==> src/pkg/dcdc_pkg.sv <==
// Constants shared by the dual comparator control block
package dcdc_pkg;
  localparam int ADDR_W = 20;
  localparam logic [19:0] PER_CLK_EN_ADDR = 20'hF00F0;
  localparam logic [19:0] CMP_MODE_ADDR = 20'hFFF60;
  localparam logic [19:0] CMP_FILT_ADDR = 20'hFFF61;
  localparam logic [19:0] CMP_OUT_CTRL_ADDR = 20'hFFF62;
  localparam logic [7:0] PER_CLK_EN_RST = 8'h00;
  localparam logic [7:0] CMP_MODE_RST = 8'h00;
  localparam logic [7:0] CMP_FILT_RST = 8'h00;
  localparam logic [7:0] CMP_OUT_CTRL_RST = 8'h00;
  // Writable bits: monitor and reserved bits never store
  localparam logic [7:0] CMP_MODE_WMASK = 8'h55;
  localparam logic [7:0] CMP_OUT_CTRL_WMASK = 8'hF7;
  localparam int GATE_BIT = 6;
  localparam int CH1_MON_BIT = 7;
  localparam int CH1_REF_BIT = 6;
  localparam int CH1_EN_BIT = 4;
  localparam int CH0_MON_BIT = 3;
  localparam int CH0_REF_BIT = 2;
  localparam int CH0_EN_BIT = 0;
  localparam int CH1_EDGE_BIT = 7;
  localparam int CH1_POL_BIT = 6;
  localparam int CH1_FCK_LO = 4;
  localparam int CH0_EDGE_BIT = 3;
  localparam int CH0_POL_BIT = 2;
  localparam int CH0_FCK_LO = 0;
  localparam int CH1_IE_BIT = 4;
  localparam int CH0_IE_BIT = 0;
  localparam logic [1:0] FILT_OFF = 2'h0;
  localparam logic [1:0] FILT_DIV1 = 2'h1;
  localparam logic [1:0] FILT_DIV8 = 2'h2;
  localparam logic [1:0] FILT_DIV32 = 2'h3;
  localparam int DIV_W = 5;
  localparam logic [4:0] DIV8_LAST = 5'h07;
  localparam logic [4:0] DIV32_LAST = 5'h1F;
  localparam int FILT_SAMPLES = 3;
endpackage : dcdc_pkg

==> src/hdl/dcdc_channel.sv <==
// One comparator channel: input synchroniser, noise filter and edge detector
`timescale 1ns/1ps
module dcdc_channel
  import dcdc_pkg::*;
(
  input wire logic i_core_clk,
  input wire logic i_rst,
  input wire logic i_hold,
  input wire logic i_raw,
  input wire logic [1:0] i_filter_sel,
  input wire logic i_both_edge,
  input wire logic i_polarity,
  input wire logic i_tick8,
  input wire logic i_tick32,
  output logic o_sync_level,
  output logic o_event
);
  logic [2:0] sync;
  logic [FILT_SAMPLES-1:0] samples;
  logic filt_level;
  logic prev_level;
  logic sample_en;
  logic eff_level;

  // Change accepted only when stages two and three agree
  always_ff @(posedge i_core_clk) begin
    if (i_rst || i_hold) begin
      sync <= 3'h0;
      o_sync_level <= 1'b0;
    end else begin
      sync <= {sync[1:0], i_raw};
      if (sync[1] == sync[2]) begin
        o_sync_level <= sync[2];
      end
    end
  end

  always_comb begin
    case (i_filter_sel)
      FILT_DIV1: sample_en = 1'b1;
      FILT_DIV8: sample_en = i_tick8;
      FILT_DIV32: sample_en = i_tick32;
      default: sample_en = 1'b0;
    endcase
  end

  always_ff @(posedge i_core_clk) begin
    if (i_rst || i_hold) begin
      samples <= '0;
      filt_level <= 1'b0;
    end else if (sample_en) begin
      samples <= {samples[FILT_SAMPLES-2:0], o_sync_level};
      if (&samples || ~|samples) begin
        filt_level <= samples[0];
      end
    end
  end

  // Filter off bypasses to the synchronised level
  assign eff_level = (i_filter_sel == FILT_OFF) ? o_sync_level : filt_level;

  always_ff @(posedge i_core_clk) begin
    if (i_rst || i_hold) begin
      prev_level <= 1'b0;
      o_event <= 1'b0;
    end else begin
      prev_level <= eff_level;
      if (i_both_edge) begin
        o_event <= eff_level ^ prev_level;
      end else if (i_polarity) begin
        o_event <= prev_level & ~eff_level;
      end else begin
        o_event <= eff_level & ~prev_level;
      end
    end
  end

  // A hold clears the filter, so the cycle after a hold is not a filter decision
  chk_filter_three_equal: assert property (
    @(posedge i_core_clk) disable iff (i_rst || i_hold)
      $changed(filt_level) && !$past(i_rst || i_hold) |-> $past(&samples || ~|samples) && $past(sample_en))
    else $error("filter changed without stable run");

  chk_edge_polarity: assert property (
    @(posedge i_core_clk) disable iff (i_rst || i_hold)
      o_event |-> $past(i_both_edge) || ($past(eff_level) == ~$past(i_polarity)))
    else $error("event on wrong edge");

  chk_filter_bypass: assert property (
    @(posedge i_core_clk) disable iff (i_rst || i_hold)
      (i_filter_sel == FILT_OFF) && $rose(o_sync_level) && !i_both_edge && !i_polarity
        && ($past(i_filter_sel) == FILT_OFF) |=> o_event)
    else $error("unfiltered rise not seen");
endmodule : dcdc_channel

==> src/hdl/dcdc_ctrl.sv <==
// Register file and control of the two-channel comparator
// Notes on behaviour
// - Comparator clock runs only while gate bit set
// - Gate low: reset, clear registers, ignore writes
// - System reset clears enable, mode, filter registers
// - Byte and single-bit writes both accepted
// - Mode register bit layout for both channels
// - Monitor flags are read-only
// - Monitor shows comparison result while enabled
// - Monitor undefined once channel disabled
// - Reference select: pin at 0, internal at 1
// - Per-channel compare enable bit
// - Filter passes level after three equal samples
// - Filter field: off, clk, clk/8, clk/32
// - Edge select: both, rising or falling
// - Filter settles within four sampling cycles
// - Raise event on selected effective edge
// - Forward event only while enable bit set
`timescale 1ns/1ps
module dcdc_ctrl
  import dcdc_pkg::*;
(
  input wire logic i_core_clk,
  input wire logic i_rst,
  input wire logic [ADDR_W-1:0] i_addr,
  input wire logic i_wr_byte,
  input wire logic i_wr_bit,
  input wire logic [2:0] i_bit_pos,
  input wire logic [7:0] i_wdata,
  input wire logic i_rd,
  output logic [7:0] o_rdata,
  input wire logic i_chan0_cmp_out,
  input wire logic i_chan1_cmp_out,
  output logic o_comparator_clk_en,
  output logic o_comparator_rst,
  output logic o_chan0_compare_enable,
  output logic o_chan1_compare_enable,
  output logic o_chan0_reference_select,
  output logic o_chan1_reference_select,
  output logic [7:0] o_output_control,
  output logic o_chan0_compare_event,
  output logic o_chan1_compare_event
);
  logic [7:0] per_clk_en;
  logic [7:0] cmp_mode;
  logic [7:0] cmp_filt;
  logic [7:0] cmp_out_ctrl;
  logic gate;
  logic [DIV_W-1:0] div_cnt;
  logic tick8;
  logic tick32;
  logic [1:0] sync_level;
  logic [1:0] raw_event;
  logic [7:0] mode_view;
  logic [7:0] next_rdata;

  // Byte write replaces the masked bits, bit write touches one bit
  function automatic logic [7:0] apply_write(input logic [7:0] old, input logic [7:0] wmask,
                                             input logic byte_wr, input logic bit_wr,
                                             input logic [2:0] pos, input logic [7:0] data);
    logic [7:0] res;
    res = old;
    if (byte_wr) begin
      res = (old & ~wmask) | (data & wmask);
    end else if (bit_wr && wmask[pos]) begin
      res[pos] = data[0];
    end
    return res;
  endfunction : apply_write

  function automatic logic hit(input logic [ADDR_W-1:0] addr, input logic [ADDR_W-1:0] target);
    return addr == target;
  endfunction : hit

  assign gate = per_clk_en[GATE_BIT];

  always_ff @(posedge i_core_clk) begin
    if (i_rst) begin
      per_clk_en <= PER_CLK_EN_RST;
    end else if (hit(i_addr, PER_CLK_EN_ADDR)) begin
      per_clk_en <= apply_write(per_clk_en, 8'hFF, i_wr_byte, i_wr_bit, i_bit_pos, i_wdata);
    end
  end

  // Comparator registers are held clear while the clock gate is off
  always_ff @(posedge i_core_clk) begin
    if (i_rst || !gate) begin
      cmp_mode <= CMP_MODE_RST;
    end else if (hit(i_addr, CMP_MODE_ADDR)) begin
      cmp_mode <= apply_write(cmp_mode, CMP_MODE_WMASK, i_wr_byte, i_wr_bit, i_bit_pos, i_wdata);
    end
  end

  always_ff @(posedge i_core_clk) begin
    if (i_rst || !gate) begin
      cmp_filt <= CMP_FILT_RST;
    end else if (hit(i_addr, CMP_FILT_ADDR)) begin
      cmp_filt <= apply_write(cmp_filt, 8'hFF, i_wr_byte, i_wr_bit, i_bit_pos, i_wdata);
    end
  end

  always_ff @(posedge i_core_clk) begin
    if (i_rst || !gate) begin
      cmp_out_ctrl <= CMP_OUT_CTRL_RST;
    end else if (hit(i_addr, CMP_OUT_CTRL_ADDR)) begin
      cmp_out_ctrl <= apply_write(cmp_out_ctrl, CMP_OUT_CTRL_WMASK, i_wr_byte, i_wr_bit, i_bit_pos, i_wdata);
    end
  end

  always_ff @(posedge i_core_clk) begin
    if (i_rst) begin
      o_comparator_clk_en <= 1'b0;
      o_comparator_rst <= 1'b1;
    end else begin
      o_comparator_clk_en <= gate;
      o_comparator_rst <= !gate;
    end
  end

  assign o_chan0_compare_enable = cmp_mode[CH0_EN_BIT];
  assign o_chan1_compare_enable = cmp_mode[CH1_EN_BIT];
  assign o_chan0_reference_select = cmp_mode[CH0_REF_BIT];
  assign o_chan1_reference_select = cmp_mode[CH1_REF_BIT];
  assign o_output_control = cmp_out_ctrl;

  // Divider free-runs so both channels share one phase
  always_ff @(posedge i_core_clk) begin
    if (i_rst) begin
      div_cnt <= '0;
      tick8 <= 1'b0;
      tick32 <= 1'b0;
    end else begin
      div_cnt <= div_cnt + 5'h01;
      tick8 <= div_cnt[2:0] == DIV8_LAST[2:0];
      tick32 <= div_cnt == DIV32_LAST;
    end
  end

  dcdc_channel u_chan0 (
    .i_core_clk(i_core_clk),
    .i_rst(i_rst),
    .i_hold(!gate || !cmp_mode[CH0_EN_BIT]),
    .i_raw(i_chan0_cmp_out),
    .i_filter_sel(cmp_filt[CH0_FCK_LO+1:CH0_FCK_LO]),
    .i_both_edge(cmp_filt[CH0_EDGE_BIT]),
    .i_polarity(cmp_filt[CH0_POL_BIT]),
    .i_tick8(tick8),
    .i_tick32(tick32),
    .o_sync_level(sync_level[0]),
    .o_event(raw_event[0])
  );

  dcdc_channel u_chan1 (
    .i_core_clk(i_core_clk),
    .i_rst(i_rst),
    .i_hold(!gate || !cmp_mode[CH1_EN_BIT]),
    .i_raw(i_chan1_cmp_out),
    .i_filter_sel(cmp_filt[CH1_FCK_LO+1:CH1_FCK_LO]),
    .i_both_edge(cmp_filt[CH1_EDGE_BIT]),
    .i_polarity(cmp_filt[CH1_POL_BIT]),
    .i_tick8(tick8),
    .i_tick32(tick32),
    .o_sync_level(sync_level[1]),
    .o_event(raw_event[1])
  );

  always_ff @(posedge i_core_clk) begin
    if (i_rst) begin
      o_chan0_compare_event <= 1'b0;
      o_chan1_compare_event <= 1'b0;
    end else begin
      o_chan0_compare_event <= raw_event[0] && cmp_out_ctrl[CH0_IE_BIT];
      o_chan1_compare_event <= raw_event[1] && cmp_out_ctrl[CH1_IE_BIT];
    end
  end

  // Disabled channel reads zero; any value is allowed there
  always_comb begin
    mode_view = cmp_mode;
    mode_view[CH0_MON_BIT] = sync_level[0] && cmp_mode[CH0_EN_BIT];
    mode_view[CH1_MON_BIT] = sync_level[1] && cmp_mode[CH1_EN_BIT];
  end

  always_comb begin
    if (hit(i_addr, PER_CLK_EN_ADDR)) begin
      next_rdata = per_clk_en;
    end else if (hit(i_addr, CMP_MODE_ADDR)) begin
      next_rdata = mode_view;
    end else if (hit(i_addr, CMP_FILT_ADDR)) begin
      next_rdata = cmp_filt;
    end else if (hit(i_addr, CMP_OUT_CTRL_ADDR)) begin
      next_rdata = cmp_out_ctrl;
    end else begin
      next_rdata = 8'h00;
    end
  end

  always_ff @(posedge i_core_clk) begin
    if (i_rst) begin
      o_rdata <= 8'h00;
    end else if (i_rd) begin
      o_rdata <= next_rdata;
    end
  end

  chk_gate_holds_regs: assert property (
    @(posedge i_core_clk) disable iff (i_rst)
      !gate |=> (cmp_mode == 8'h00) && (cmp_filt == 8'h00) && (cmp_out_ctrl == 8'h00))
    else $error("comparator registers not held while gated");

  chk_clock_gate_on: assert property (
    @(posedge i_core_clk) disable iff (i_rst)
      i_wr_byte && hit(i_addr, PER_CLK_EN_ADDR) && i_wdata[GATE_BIT] |=> ##1 o_comparator_clk_en && !o_comparator_rst)
    else $error("clock not supplied after gate set");

  chk_reserved_zero: assert property (
    @(posedge i_core_clk) disable iff (i_rst)
      i_rd && hit(i_addr, CMP_MODE_ADDR) |=> !o_rdata[5] && !o_rdata[1])
    else $error("reserved mode bits read nonzero");

  chk_monitor_readonly: assert property (
    @(posedge i_core_clk) disable iff (i_rst)
      gate && i_wr_byte && hit(i_addr, CMP_MODE_ADDR) |=> !cmp_mode[CH0_MON_BIT] && !cmp_mode[CH1_MON_BIT])
    else $error("monitor bit stored a written value");

  chk_monitor_view: assert property (
    @(posedge i_core_clk) disable iff (i_rst)
      i_rd && hit(i_addr, CMP_MODE_ADDR) && cmp_mode[CH0_EN_BIT] |=> o_rdata[CH0_MON_BIT] == $past(sync_level[0]))
    else $error("monitor flag does not follow result");

  chk_event_gated: assert property (
    @(posedge i_core_clk) disable iff (i_rst)
      (o_chan0_compare_event |-> $past(cmp_out_ctrl[CH0_IE_BIT]) && $past(raw_event[0])))
    else $error("event forwarded while disabled");

  chk_divider_period: assert property (
    @(posedge i_core_clk) disable iff (i_rst)
      tick8 |=> !tick8 [*7] ##1 tick8)
    else $error("divide-by-8 pulse period wrong");

  chk_filter_write: assert property (
    @(posedge i_core_clk) disable iff (i_rst)
      gate && i_wr_bit && hit(i_addr, CMP_FILT_ADDR) |=> cmp_filt[$past(i_bit_pos)] == $past(i_wdata[0]))
    else $error("single-bit write not applied");

  chk_reset_clears: assert property (
    @(posedge i_core_clk)
      $past(i_rst) |-> (per_clk_en == PER_CLK_EN_RST) && (cmp_mode == CMP_MODE_RST) && (cmp_filt == CMP_FILT_RST))
    else $error("registers not cleared by reset");

  chk_gated_in_reset: assert property (
    @(posedge i_core_clk) disable iff (i_rst)
      !gate |=> o_comparator_rst && !o_comparator_clk_en)
    else $error("comparator not held in reset while gated");

  chk_clock_follows: assert property (
    @(posedge i_core_clk) disable iff (i_rst)
      gate |=> o_comparator_clk_en && !o_comparator_rst)
    else $error("comparator clock missing while gate set");

  chk_mode_byte_write: assert property (
    @(posedge i_core_clk) disable iff (i_rst)
      gate && i_wr_byte && hit(i_addr, CMP_MODE_ADDR) |=> cmp_mode == ($past(i_wdata) & CMP_MODE_WMASK))
    else $error("mode byte write not applied");

  chk_filter_byte_write: assert property (
    @(posedge i_core_clk) disable iff (i_rst)
      gate && i_wr_byte && hit(i_addr, CMP_FILT_ADDR) |=> cmp_filt == $past(i_wdata))
    else $error("filter byte write not applied");

  // Bit write must leave the neighbouring bits alone
  chk_filter_bit_only: assert property (
    @(posedge i_core_clk) disable iff (i_rst)
      gate && i_wr_bit && !i_wr_byte && hit(i_addr, CMP_FILT_ADDR)
        |=> ((cmp_filt ^ $past(cmp_filt)) & ~(8'h01 << $past(i_bit_pos))) == 8'h00)
    else $error("bit write disturbed other bits");

  chk_monitor_view_ch1: assert property (
    @(posedge i_core_clk) disable iff (i_rst)
      i_rd && hit(i_addr, CMP_MODE_ADDR) && cmp_mode[CH1_EN_BIT] |=> o_rdata[CH1_MON_BIT] == $past(sync_level[1]))
    else $error("channel 1 monitor flag does not follow result");

  chk_event_blocked: assert property (
    @(posedge i_core_clk) disable iff (i_rst)
      !cmp_out_ctrl[CH1_IE_BIT] |=> !o_chan1_compare_event)
    else $error("channel 1 event passed while disabled");

  chk_event_forwarded: assert property (
    @(posedge i_core_clk) disable iff (i_rst)
      raw_event[1] && cmp_out_ctrl[CH1_IE_BIT] |=> o_chan1_compare_event)
    else $error("enabled channel 1 event was lost");

  // Both rates come from one counter, so the slow tick lands on a fast one
  chk_tick32_period: assert property (
    @(posedge i_core_clk) disable iff (i_rst)
      tick32 |-> tick8 ##32 tick32)
    else $error("divide-by-32 pulse period wrong");
endmodule : dcdc_ctrl

==> config.mk <==
export PLATFORM = sky130hd
export DESIGN_NAME = dcdc_ctrl
export DESIGN_NICKNAME = d
export VERILOG_FILES = /design/src/pkg/dcdc_pkg.sv /design/src/hdl/dcdc_channel.sv /design/src/hdl/dcdc_ctrl.sv
export SDC_FILE = /design/constraint.sdc
export NUM_CORES = 1
export LEC_CHECK = 0
export BUFFER_PORTS_ARGS = -buffer_cell sky130_fd_sc_hd__buf_4
export CORE_MARGIN = 3
export CORE_UTILIZATION = 50
export CTS_CLUSTER_DIAMETER = 150
export DETAILED_ROUTE_END_ITERATION = 10
export MAX_ROUTING_LAYER = met4
export PLACE_DENSITY = 0.76
export SETUP_SLACK_MARGIN = 0.5
export SYNTH_ARGS = -nofsm -noshare
export SYNTH_HDL_FRONTEND = slang
export SYNTH_HIERARCHICAL = 1
export SYNTH_SLANG_ARGS = --single-unit
export TNS_END_PERCENT = 1
==> constraint.sdc <==
create_clock -name i_core_clk -period 2.02 [get_ports i_core_clk]
set_clock_uncertainty 0.1 [all_clocks]
set_input_delay 0.101 -clock i_core_clk [delete_from_list [all_inputs] [get_ports i_core_clk]]
set_output_delay 0.101 -clock i_core_clk [all_outputs]
set_load 0.05 [all_outputs]
==> results.sh <==
export IMPL_track_usage_pct=25.14
export IMPL_rsz0062_at_grt="true"
export IMPL_diodes=0
export IMPL_h_tree_depth=3
export IMPL_start_util_pct=53.28
export IMPL_antenna_found_initial=0
export IMPL_drt_total_wl_um=8699
export IMPL_setup_viol=0
export IMPL_core_area_sq_um=6096
export IMPL_crit_required_ps=2150
export IMPL_final_setup_tns_ps=0
export IMPL_synth_ff_type="dfxtp_1"
export IMPL_multi_input_area_sq_um=1785
export IMPL_synth_nets=415
export IMPL_netlist_top_cell_by_area="dfxtp_1"
export IMPL_grt_max_degree=30
export IMPL_synth_edf_count=0
export IMPL_rr_endpoint="u_chan0/o_event"
export IMPL_r2r_setup_slack_ps=370
export IMPL_routed_via_density=5.773
export IMPL_cp_start_kind="input port"
export IMPL_maxSlewViolCount=0
export IMPL_hold_violations=0
export IMPL_ant_nets=0
export IMPL_hpwl_um=6391
export IMPL_p_per_area_nw_per_um2=650.4
export IMPL_synthTopCellsByArea="dfxtp_1, a21oi_1, o21ai_0, a211oi_1, nor2_1"
export IMPL_period_share_pct=82.44
export IMPL_row_count=28
export IMPL_min_path_type="in2reg"
export IMPL_endpoint_kind="flip-flop"
export IMPL_cp_max_fo=6
export IMPL_first_pass_iters=4
export IMPL_cts_root_buffer="clkbuf_8"
export IMPL_hold_start="i_rst"
export IMPL_cts_tree="done"
export IMPL_synth_cell_type_count=48
export IMPL_min_path_cells=2
export IMPL_gp_congestion=0.8757
export IMPL_wl_per_cell_um=16.44
export IMPL_num_vias=3054
export IMPL_max_slew_margin_rel_pct=60.91
export IMPL_fin_nets=494
export IMPL_worst_ep_arrival_time_ps=1800
export IMPL_drc=0
export IMPL_clock_sinks=69
export IMPL_startpoint="i_addr[1]"
export IMPL_insertion_delay_ps=350
export IMPL_synth_top_area_share_pct=42.53
export IMPL_syn_area_per_cell_sq_um=8.779
export IMPL_port_buffers=61
export IMPL_die_y_um=86.60
export IMPL_status="complete, no violations"
export IMPL_drive_gt1_share_pct=28.63
export IMPL_max_stage_delay_ps=500
export IMPL_drv_cap=0
export IMPL_grt_pass1_wl_um=14240
export IMPL_synth_area_sq_um=3248
export IMPL_die_width_um=86.60
export IMPL_yosysSeqAreaShare_pct=42.53
export IMPL_final_cell_count_no_fill=529
export IMPL_cts_buffer_depth=2
export IMPL_ys_seq_elements=69
export IMPL_grt_ovfl_total=0
export IMPL_clk_pin_slew_ps=70
export IMPL_fmax_mhz=600.5
export IMPL_ioPinCount=62
export IMPL_crit_chain="buf_4 > or4b_1 > or4_4 > or3_4 > o21ai_1 > nor2_1"
export IMPL_r2r_start="cmp_filt[0]"
export IMPL_hold_path_end="div_cnt[0]"
export IMPL_worstRegToRegCells=7
export IMPL_critPathSlowestCell="or4b_1"
export IMPL_areaGrowthSynthToFinish_pct=27.85
export IMPL_grt_pass1_vias=2880
export IMPL_dp_cells=508
export IMPL_finalCriticalPeriod_ps=1665
export IMPL_worstMarginPinSlew_ps=580.3
export IMPL_syn_inst=370
export IMPL_asyncSetResetFlopFracSynth_pct=0
export IMPL_total_leakage_power_nw=1.619
export IMPL_die_area_sq_um=7500
export IMPL_drt_iter0_drc=207
export IMPL_irDropWorstVdd_uv=511.7
export IMPL_cts_made_buffers=9
export IMPL_regArea_sq_um=1381
export IMPL_ys_warnings_count=6
export IMPL_nFillCells=488
export IMPL_path_class="in2reg"
cell families (layout without fill, tap and decap cells):
family                   Yosys count  count (layout)  share of synthesized area, %
AO/OA/AOI/OAI                    109             109                         22.11
flip-flops                        69              69                         42.53
AND/OR/NAND/NOR                  146             146                         25.12
multiplexers                      11              11                         3.544
XOR/XNOR                           1               1                        0.2697
adder cells (fa/ha/maj)            7               7                         2.696
buffers and inverters             27             111                         3.737
per-layer routing:
metal | wire, um | track usage [%] | vias up
li1 | - | - | 1505
met1 | 3964 | 33.22 | 1439
met2 | 4018 | 38.73 | 98
met3 | 587 | 6.274 | 12
met4 | 128 | 6.232 | 0
met5 | 0 | - | -
synth_stat cells (all sizes together) (5+ instances only):
library cell  count
nor2b            15
a21oi            42
nor4              5
nor3             10
nand2b            5
dfxtp            69
and2             10
nand2            29
nor2             32
clkbuf           11
mux2i             7
inv              10
a211oi           23
nand3             9
ha                7
o21ai            27
buf               6
or4               6
worst max-delay path: cells and delay by family:
kind | cells | cell delay (ps)
AND/OR/NAND/NOR | 4 | 1430
AO/OA/AOI/OAI | 1 | 150
buffers and inverters | 1 | 120
flip-flops by register name, indices dropped and copies added, names as in the netlist, 3 cells and up:
register and count:
o_rdata 8, cmp_filt 8, div_cnt 5, u_chan0/sync 3
u_chan1/sync 3, per_clk_en 8, u_chan0/samples 3, cmp_mode 6
o_output_control 8, u_chan1/samples 3
per-stage QoR:
| step | hold WS (ps) | total power, W | cell area (sq um) | utilization (%) | setup slack [ps] |
|---|---|---|---|---|---|
| floorplan | 122.7 | 0.001512 | 3256 | - | 26.86 |
| global placement | 207.9 | 0.001609 | 3876 | 63.59 | -75.60 |
| detailed placement | 206.2 | 0.001612 | 3876 | 63.59 | -102.0 |
| CTS | 15.61 | 0.002715 | 4141 | 67.94 | 363.3 |
| global route | 36.14 | 0.002809 | 4153 | 68.12 | 293.9 |
| finish | 29.68 | 0.002701 | 4153 | 68.12 | 354.7 |
worst max path at each step:
| stage | to | slack, ps |
|---|---|---|
| 3_5_place_dp | o_rdata[1] | -100 |
| 3_3_place_gp | o_rdata[5] | -80 |
| 6_report | o_rdata[1] | 350 |
| 5_1_grt | per_clk_en[2] | 290 |
| 4_1_cts | o_rdata[1] | 360 |
| 2_1_floorplan | per_clk_en[5] | 30 |
power breakdown:
group	switching (W)	internal (W)	leakage, nW
Clock	0.000510	0.000601	0.0964
Sequential	0.00000619	0.00137	0.557
Combinational	0.000123	0.0000925	0.965
final cells by class:
cell class                      instances  area share [%]
Sequential cell                        69           33.26
Clock buffer                           12           3.495
Multi-Input combinational cell        274           42.99
Inverter                               10          0.9039
Timing Repair Buffer                   85           15.94
Tap cell                               75           2.260
Clock inverter                          4           1.145
layout by cell type (no fill, tap or decap), drive strengths merged, types with 2 or more instances in the layout:
cell type,netlist,layout
a41oi,2,2
clkinv,0,2
a211oi,23,23
clkbuf,11,12
nor3,10,10
nand4,4,4
nand2b,5,5
mux2i,7,7
or2,4,4
a21oi,42,42
or4,6,6
buf,6,82
o21ai,27,27
and3b,4,4
nand4b,2,2
nand3b,4,4
inv,10,10
dfxtp,69,69
nor2,32,32
a221oi,3,3
ha,7,7
o211ai,2,2
a21o,3,3
and2,10,10
dlygate4sd3,0,3
a22oi,3,3
nand3,9,9
or3,4,4
nor2b,15,15
nand2,29,29
nor4,5,5
mux2,4,4
timing repair:
item                                   4_1_cts  5_1_grt
endpoints found under the hold margin        3        0
hold buffers                                 3        0
setup buffers                                2        0
pin swaps                                    1        0
resized for setup                            6        3
setup endpoints to repair                   33       35
Note: power is estimated with default switching activity, not from simulation.
